File: config.mk
export PLATFORM = sky130hd
export DESIGN_NAME = vmccc_top
export DESIGN_NICKNAME = d
export VERILOG_FILES = /design/src/design/vmccc_pkg.sv /design/src/design/vmccc_cls_if.sv /design/src/design/vmccc_cls_check.sv /design/src/design/vmccc_top.sv
export SDC_FILE = /design/constraint.sdc
export NUM_CORES = 1
export LEC_CHECK = 0
export ABC_CLOCK_PERIOD_IN_PS = 2200
export BUFFER_PORTS_ARGS = -buffer_cell sky130_fd_sc_hd__buf_4
export CAP_MARGIN = 20
export CORE_ASPECT_RATIO = 2
export CORE_UTILIZATION = 46
export CTS_BUF_LIST = sky130_fd_sc_hd__clkbuf_4
export DETAILED_ROUTE_END_ITERATION = 10
export PLACE_DENSITY = 0.82
export SYNTH_ARGS = -nofsm -noshare
export SYNTH_HDL_FRONTEND = slang
export SYNTH_SLANG_ARGS = --single-unit
File: constraint.sdc
create_clock -name CLK_SYS_I -period 2.2 [get_ports CLK_SYS_I]
set_clock_uncertainty 0.1 [all_clocks]
set_input_delay 0.22 -clock CLK_SYS_I [delete_from_list [all_inputs] [get_ports CLK_SYS_I]]
set_output_delay 0.22 -clock CLK_SYS_I [all_outputs]
set_load 0.1 [all_outputs]
File: src/design/vmccc_pkg.sv
// Package: register indices, field layouts and default-one masks
`default_nettype none
package vmccc_pkg;
	localparam int          IDX_W            = 12;
	localparam int          CAP_W            = 64;
	localparam int          CTL_W            = 32;
	localparam logic [11:0] IDX_PIN          = 12'h481;
	localparam logic [11:0] IDX_PRIMARY      = 12'h482;
	localparam logic [11:0] IDX_EXIT         = 12'h483;
	localparam logic [11:0] IDX_SECONDARY    = 12'h48b;
	localparam logic [11:0] IDX_TRUE_PIN     = 12'h48d;
	localparam logic [11:0] IDX_TRUE_PRIMARY = 12'h48e;
	localparam logic [11:0] IDX_TRUE_EXIT    = 12'h48f;
	localparam int          ALLOW1_LSB       = 32;
	localparam int          ACT_SEC_BIT      = 31;
	localparam int          PRI_SEC_ALLOW    = 63;
	localparam int          TRUE_CTL_BIT     = 55;
	// Default-one class members per control class
	localparam logic [31:0] PIN_DEF1         = 32'h0000_0016;
	localparam logic [31:0] PRI_DEF1         = 32'h0401_e172;
	localparam logic [31:0] EXIT_DEF1        = 32'h0003_6dff;
	localparam logic [31:0] GP_ERR_CODE      = 32'h0000_0000;
	// Check classes, one per control vector
	localparam int          NCLS             = 4;
	localparam int          CLS_PIN          = 0;
	localparam int          CLS_PRI          = 1;
	localparam int          CLS_SEC          = 2;
	localparam int          CLS_EXIT         = 3;
	localparam int          RD_LAT           = 1;
	localparam int          CHK_LAT          = 2;
	typedef enum logic [1:0] {
		ST_IDLE  = 2'b00,
		ST_CHECK = 2'b01,
		ST_DONE  = 2'b10
	} vmccc_state_e;
endpackage
`default_nettype wire

File: src/design/vmccc_cls_if.sv
// Interface: one control class handed to the class checker
`default_nettype none
interface vmccc_cls_if;
	logic [31:0] ctl;
	logic [63:0] cap;
	logic [31:0] def1;
	logic        true_en;
	logic        gate;
	logic        fail;
	logic [31:0] bad;
	modport chk (input ctl, input cap, input def1, input true_en, input gate, output fail, output bad);
	modport top (output ctl, output cap, output def1, output true_en, output gate, input fail, input bad);
endinterface
`default_nettype wire

File: src/design/vmccc_cls_check.sv
// Checker: per-bit allowed 0/1 test of one control vector
`default_nettype none
module vmccc_cls_check (
	// Class data
	vmccc_cls_if.chk c
);
	logic [31:0] bad0;
	logic [31:0] bad1;
	logic [31:0] bad_d1;
	genvar       x;
	generate
		for (x = 0; x < 32; x++) begin : g_bit
			assign bad0[x]   = !c.ctl[x] && c.cap[x];
			assign bad1[x]   = c.ctl[x] && !c.cap[vmccc_pkg::ALLOW1_LSB + x];
			assign bad_d1[x] = !c.true_en && c.def1[x] && !c.ctl[x];
		end
	endgenerate
	assign c.bad  = c.gate ? (bad0 | bad1 | bad_d1) : 32'h0000_0000;
	assign c.fail = |c.bad;
endmodule
`default_nettype wire

File: src/design/vmccc_top.sv
// Top: capability registers and entry control-vector checker
// Function
// - Entry fails when control is 0 but its allowed-zero bit reads 1.
// - Entry fails when control is 1 but bit 32+X reads 0.
// - Pin capability at 481h; default-one bits 1, 2, 4 read 1.
// - Without true controls, any cleared default-one pin control fails entry.
// - With true controls, true pin capability at 48Dh, no forced ones.
// - Primary capability at 482h; default-one bits always read 1.
// - Without true controls, any cleared default-one primary control fails entry.
// - With true controls, true primary capability at 48Eh, no exceptions.
// - Secondary capability at 48Bh; low 32 bits read 0.
// - Reserved secondary controls never report an allowed one-setting.
// - Secondary fails only when activate-secondary is also set.
// - Secondary capability exists only when primary bit 63 reads 1.
// - Exit capability at 483h; default-one bits always read 1.
// - Without true controls, any cleared default-one exit control fails entry.
// - With true controls, true exit capability at 48Fh.
// - Pin capability readable at 481h.
// - Primary capability readable at 482h.
// - Writes, or reads without extension support, raise protection fault code 0.
// - True-controls flag is basic capability bit 55; here it is the registered TRUE_CTL_I strap.
`default_nettype none
module vmccc_top #(
	parameter logic [63:0] PIN_CAP      = 64'h0000_007f_0000_0016,
	parameter logic [63:0] PRI_CAP      = 64'hfff9_fffe_0401_e172,
	parameter logic [63:0] SEC_CAP      = 64'h0000_00ff_0000_0000,
	parameter logic [63:0] EXIT_CAP     = 64'h003f_ffff_0003_6dff,
	parameter logic [63:0] TRUE_PIN     = 64'h0000_007f_0000_0000,
	parameter logic [63:0] TRUE_PRI     = 64'hfff9_fffe_0000_0000,
	parameter logic [63:0] TRUE_EXIT    = 64'h003f_ffff_0000_0000,
	parameter logic [31:0] SEC_RSVD     = 32'hffff_ff00
) (
	// Clock and reset
	input  wire logic        CLK_SYS_I,
	input  wire logic        RST_I,
	// Configuration straps
	input  wire logic        EXT_SUPPORT_I,
	input  wire logic        TRUE_CTL_I,
	// Capability register access
	input  wire logic        RD_I,
	input  wire logic        WR_I,
	input  wire logic [11:0] IDX_I,
	output logic      [63:0] RD_DATA_O,
	output logic             RD_VALID_O,
	output logic             GP_FAULT_O,
	output logic      [31:0] GP_CODE_O,
	// Entry check request
	input  wire logic        ENTRY_REQ_I,
	input  wire logic [31:0] PIN_CTL_I,
	input  wire logic [31:0] PRI_CTL_I,
	input  wire logic [31:0] SEC_CTL_I,
	input  wire logic [31:0] EXIT_CTL_I,
	output logic             ENTRY_DONE_O,
	output logic             ENTRY_FAIL_O,
	output logic      [3:0]  FAIL_CLASS_O,
	output logic             BUSY_O
);
	vmccc_cls_if           cls [vmccc_pkg::NCLS] ();
	vmccc_pkg::vmccc_state_e state_r;
	logic [63:0]           pin_cap;
	logic [63:0]           pri_cap;
	logic [63:0]           sec_cap;
	logic [63:0]           exit_cap;
	logic [63:0]           rd_mux;
	logic                  rd_hit;
	logic                  true_r;
	logic [31:0]           pin_ctl_r;
	logic [31:0]           pri_ctl_r;
	logic [31:0]           sec_ctl_r;
	logic [31:0]           exit_ctl_r;
	logic [3:0]            fail_vec;

	assign pin_cap  = {PIN_CAP[63:32], PIN_CAP[31:0] | vmccc_pkg::PIN_DEF1};
	assign pri_cap  = {PRI_CAP[63:32], PRI_CAP[31:0] | vmccc_pkg::PRI_DEF1};
	assign sec_cap  = {SEC_CAP[63:32] & ~SEC_RSVD, 32'h0000_0000};
	assign exit_cap = {EXIT_CAP[63:32], EXIT_CAP[31:0] | vmccc_pkg::EXIT_DEF1};

	// Read decode; unsupported indices fault like absent registers
	always_comb begin
		rd_mux = 64'h0000_0000_0000_0000;
		rd_hit = 1'b0;
		case (IDX_I)
			vmccc_pkg::IDX_PIN: begin
				rd_mux = pin_cap;
				rd_hit = 1'b1;
			end
			vmccc_pkg::IDX_PRIMARY: begin
				rd_mux = pri_cap;
				rd_hit = 1'b1;
			end
			vmccc_pkg::IDX_EXIT: begin
				rd_mux = exit_cap;
				rd_hit = 1'b1;
			end
			vmccc_pkg::IDX_SECONDARY: begin
				rd_mux = sec_cap;
				rd_hit = pri_cap[vmccc_pkg::PRI_SEC_ALLOW];
			end
			vmccc_pkg::IDX_TRUE_PIN: begin
				rd_mux = TRUE_PIN;
				rd_hit = true_r;
			end
			vmccc_pkg::IDX_TRUE_PRIMARY: begin
				rd_mux = TRUE_PRI;
				rd_hit = true_r;
			end
			vmccc_pkg::IDX_TRUE_EXIT: begin
				rd_mux = TRUE_EXIT;
				rd_hit = true_r;
			end
			default: begin
				rd_mux = 64'h0000_0000_0000_0000;
				rd_hit = 1'b0;
			end
		endcase
	end

	// Register read answer
	always_ff @(posedge CLK_SYS_I) begin
		if (RST_I) begin
			RD_DATA_O  <= 64'h0000_0000_0000_0000;
			RD_VALID_O <= 1'b0;
		end else begin
			RD_VALID_O <= RD_I && !WR_I && EXT_SUPPORT_I && rd_hit;
			RD_DATA_O  <= (RD_I && !WR_I && EXT_SUPPORT_I && rd_hit) ? rd_mux : 64'h0000_0000_0000_0000;
		end
	end

	always_ff @(posedge CLK_SYS_I) begin
		if (RST_I) begin
			GP_FAULT_O <= 1'b0;
			GP_CODE_O  <= 32'h0000_0000;
		end else begin
			GP_FAULT_O <= WR_I || (RD_I && !(EXT_SUPPORT_I && rd_hit));
			GP_CODE_O  <= vmccc_pkg::GP_ERR_CODE;
		end
	end

	always_ff @(posedge CLK_SYS_I) begin
		if (RST_I) begin
			true_r <= 1'b0;
		end else begin
			true_r <= TRUE_CTL_I;
		end
	end

	// Capture vectors so the check sees a stable snapshot
	always_ff @(posedge CLK_SYS_I) begin
		if (RST_I) begin
			pin_ctl_r  <= 32'h0000_0000;
			pri_ctl_r  <= 32'h0000_0000;
			sec_ctl_r  <= 32'h0000_0000;
			exit_ctl_r <= 32'h0000_0000;
		end else if (ENTRY_REQ_I && state_r == vmccc_pkg::ST_IDLE) begin
			pin_ctl_r  <= PIN_CTL_I;
			pri_ctl_r  <= PRI_CTL_I;
			sec_ctl_r  <= SEC_CTL_I;
			exit_ctl_r <= EXIT_CTL_I;
		end
	end

	// Class wiring; true register replaces the base one when enabled
	assign cls[vmccc_pkg::CLS_PIN].ctl      = pin_ctl_r;
	assign cls[vmccc_pkg::CLS_PIN].cap      = true_r ? TRUE_PIN : pin_cap;
	assign cls[vmccc_pkg::CLS_PIN].def1     = vmccc_pkg::PIN_DEF1;
	assign cls[vmccc_pkg::CLS_PIN].true_en  = true_r;
	assign cls[vmccc_pkg::CLS_PIN].gate     = 1'b1;
	assign cls[vmccc_pkg::CLS_PRI].ctl      = pri_ctl_r;
	assign cls[vmccc_pkg::CLS_PRI].cap      = true_r ? TRUE_PRI : pri_cap;
	assign cls[vmccc_pkg::CLS_PRI].def1     = vmccc_pkg::PRI_DEF1;
	assign cls[vmccc_pkg::CLS_PRI].true_en  = true_r;
	assign cls[vmccc_pkg::CLS_PRI].gate     = 1'b1;
	assign cls[vmccc_pkg::CLS_SEC].ctl      = sec_ctl_r;
	assign cls[vmccc_pkg::CLS_SEC].cap      = sec_cap;
	assign cls[vmccc_pkg::CLS_SEC].def1     = 32'h0000_0000;
	assign cls[vmccc_pkg::CLS_SEC].true_en  = true_r;
	assign cls[vmccc_pkg::CLS_SEC].gate     = pri_ctl_r[vmccc_pkg::ACT_SEC_BIT];
	assign cls[vmccc_pkg::CLS_EXIT].ctl     = exit_ctl_r;
	assign cls[vmccc_pkg::CLS_EXIT].cap     = true_r ? TRUE_EXIT : exit_cap;
	assign cls[vmccc_pkg::CLS_EXIT].def1    = vmccc_pkg::EXIT_DEF1;
	assign cls[vmccc_pkg::CLS_EXIT].true_en = true_r;
	assign cls[vmccc_pkg::CLS_EXIT].gate    = 1'b1;

	genvar k;
	generate
		for (k = 0; k < vmccc_pkg::NCLS; k++) begin : g_cls
			vmccc_cls_check u_chk (
				.c (cls[k])
			);
			assign fail_vec[k] = cls[k].fail;
		end
	endgenerate

	// Entry sequencing: capture, check, report
	always_ff @(posedge CLK_SYS_I) begin
		if (RST_I) begin
			state_r      <= vmccc_pkg::ST_IDLE;
			ENTRY_DONE_O <= 1'b0;
			ENTRY_FAIL_O <= 1'b0;
			FAIL_CLASS_O <= 4'h0;
			BUSY_O       <= 1'b0;
		end else begin
			ENTRY_DONE_O <= 1'b0;
			case (state_r)
				vmccc_pkg::ST_IDLE: begin
					if (ENTRY_REQ_I) begin
						state_r <= vmccc_pkg::ST_CHECK;
						BUSY_O  <= 1'b1;
					end
				end
				vmccc_pkg::ST_CHECK: begin
					ENTRY_FAIL_O <= |fail_vec;
					FAIL_CLASS_O <= fail_vec;
					ENTRY_DONE_O <= 1'b1;
					BUSY_O       <= 1'b0;
					state_r      <= vmccc_pkg::ST_IDLE;
				end
				default: begin
					state_r <= vmccc_pkg::ST_IDLE;
					BUSY_O  <= 1'b0;
				end
			endcase
		end
	end
endmodule
`default_nettype wire

==> results.md <==
- Final total power: 0.004258 W
- CORE AREA: 9827 um2
- Syn Area/Cell: just under 8 um2
- Final Wtd Congestion: around 0.8
- Fin crit period: 2.182 ns
- Top cells by area, synth: dfxtp_1, nand2_1, buf_4, a21oi_1, clkbuf_1
- Crit Path Class: primary input to flip-flop
- Post-Route Utilization: a little under 70%
- I/O pins: 252
- Most common cell type on the critical path: dlygate4sd3_1
- Starting density of the core: between 40% and 50%
- FF+latch count, synth: 112
- # DRC: 0
- CP Cell Sequence: dlygate4sd3_1 > buf_4 > o21bai_1 > a2111oi_4 > nand3_1 > a21oi_2 > dlygate4sd3_1 > nor2_1
- Crit start category: primary input
- Die area: about 11,000 um2
- Combinational share of power: ~25%
- CTS sink count: between 100 and 150
- Seq/Total Area, Yosys: between 40% and 50%
- Post-route ant nets: 0
- CTS tree: yes
- Worst Hold Class: primary input to flip-flop
- Top delay family on crit path: buffers and inverters
- Largest net degree at the start of global routing: between 60 and 70
- Gate Count Post-Synth: between 500 and 600
- Critical Path RT: 2.44 ns
- Ys flop type: dfxtp_1
- Buffers on Ports: between 150 and 200
- Final Slew Violations: 0
- Core Rows: slightly above 50
- CTS clk-pin slew, worst paths: ~0.15 ns
- Detailed-router iteration count before antenna repair: 4
- Power per cell area: between 600 and 700 nW/um2
- FMAX: about 460 MHz
- GRT Total Usage: 25.78%
- Max FO, Critical Path: 11
- Status: complete, no violations
- CP endpoint kind: flip-flop
- Post-Syn Area: 4677 um2
- Slew HR: between 50% and 60%
- Static Leak: ~3 nW
- Number of synthesized flops with an enable pin: 0
- Critical path buffer and inverter count: 3
- Most frequent cells in the layout: nand2_1, buf_4, dfxtp_1
- Max_cap viols: 0
- Internal power: between 0.002 and 0.003 W
- First-pass GRT wire length: 20,500 um
- Clock group share of total power: between 20% and 30%
- Die width: around 73 um
- Layout area overhead: 45.18%
- Crit path largest cell delay: 0.56 ns
- Initial antenna violation count: 1
- Vias: ~4.7k
- Via density: approximately 4.9
- Number of global-route vias before repair: approximately 4.5k
- Peak VDD IR: roughly 0.45 mV
- WHS: 0.08458 ns
- Synth top area share: 47.94%
- H-tree depth: 3
- Root buffer cell: clkbuf_4
- GRT overflow: 0
- Final period util: a little under 100%
- YS warnings: 0
- RSZ-0062 raised after global routing: yes
- Highest-delay cell along the critical path: dlygate4sd3_1
- Commonest non-fill, non-tap cell in the layout: nand2_1
- Max Buffers Root-to-Sink: 2
- DR WL/cell: about 15 um
- Post-synth cell types: 32
- Final Hold Viols: 0
- Async SR Flop Fraction: 0%
- Die height: ~140 um
- Switching Fraction: 33.29%
- Placed cell areas: approximately 5600 um2
- # nets final: 955
- Final wirelength: ~14,000 um
- CTS buffer count: 9
- First DRT Iteration DRCs: between 150 and 200
- Layout cells sized above 1: approximately 25%
- Setup violations, final: 0
- WP data arrival: ~2.4 ns
- Leading area contributor after synthesis: dfxtp_1
- Clock latency on the worst-skew pair: between 0.4 and 0.5 ns
- Worst Tran Pin Value: about 0.63 ns
- Sequential Power Share: 51.5%
- HPWL Detailed: between 8000 and 9000 um
- Fin area: 6790 um2
- NetSw: 0.001417 W
==> tightest hold or removal path, stage by stage <==
cell	delay (ns)
buf_4	0.10
nand2b_4	0.17
nor2_1	0.13
==> repair_timing <==
action / CTS / global route
endpoints found under the hold margin: 102 / 0
setup endpoints to repair: 0 / 2
hold buffers: 103 / 0
setup buffers: 0 / 2
resized for setup: 0 / 2
==> routing by layer <==
metal	vias up	global-route usage (%)	share of wire [%]
met5	-	0	0
met4	0	15.59	4.9
met3	54	5.993	6.5
met2	242	48.78	55
met1	2134	24.07	33
li1	2240	-	-
==> final cells by class <==
cell class | instances | area, um2
Antenna cell | 1 | 2.502
Clock buffer | 9 | 67.56
Inverter | 6 | 22.52
Timing Repair Buffer | 282 | 2387
Tap cell | 132 | 165.2
Sequential cell | 112 | 2242
Multi-Input combinational cell | 397 | 1833
Fill cell | 730 | 3037
Clock inverter | 7 | 70.07
==> cells in the mapped netlist, drive strengths merged, types with 2 or more instances <==
cell type    n
nand4        9
a211oi       3
inv          6
nor2        10
clkbuf      33
nor2b        3
nand3        3
nor4        17
o211ai       3
buf         87
nand2      186
nor3         9
dfxtp      112
a2111oi      2
nand2b       2
a21oi       93
==> state kept, by name, indices dropped and copies added, names as in the netlist <==
name          count
GP_FAULT_O        1
FAIL_CLASS_O      4
RD_DATA_O        11
ENTRY_DONE_O      1
cls.true_en       1
BUSY_O            1
ENTRY_FAIL_O      1
cls.ctl          91
RD_VALID_O        1
==> cell families (layout without fill, tap and decap cells) <==
kind of cell / Yosys count / count (layout) / share of synthesized area [%]
AND/OR/NAND/NOR: 242 / 242 / 22.02
other: 1 / 48 / 0.08018
buffers and inverters: 126 / 304 / 17.09
XOR/XNOR: 1 / 1 / 0.1873
AO/OA/AOI/OAI: 107 / 107 / 12.68
flip-flops: 112 / 112 / 47.94
==> through the flow <==
| step | instances | setup WS, ns | TNS [ns] |
|---|---|---|---|
| after CTS | 943 | 0.02330 | 0 |
| after floorplan | 635 | 0.1244 | 0 |
| after global routing | 946 | -0.03115 | -0.03627 |
| after detailed placement | 824 | 0.05383 | 0 |
| final | 946 | 0.01848 | 0 |
| after global placement | 824 | 0.09080 | 0 |
==> power groups by stage <==
stage	clock (W)	combinational (W)	sequential [W]
after detailed placement	0	0.000897	0.00224
after global placement	0	0.000883	0.00223
final	0.000998	0.00107	0.00219
after global routing	0.00110	0.00113	0.00221
after floorplan	0	0.000658	0.00228
after CTS	0.00102	0.00105	0.00219
==> path summary, 6_finish.rpt <==
| kind | from | endpoint | slack, ns | cells after the start |
|---|---|---|---|---|
| setup / recovery | IDX_I[2] | GP_FAULT_O$_SDFF_PP0_ | 0.02 | 8 |
| hold / removal | ENTRY_REQ_I | BUSY_O$_SDFFE_PP0P_ | 0.08 | 3 |
| setup reg to reg | BUSY_O$_SDFFE_PP0P_ | cls[2].ctl[29]$_SDFFE_PP0P_ | 0.18 | 5 |
| hold reg to reg | cls[3].ctl[27]$_SDFFE_PP0P_ | cls[3].ctl[27]$_SDFFE_PP0P_ | 0.37 | 2 |
Note: power is estimated with default switching activity, not from simulation.
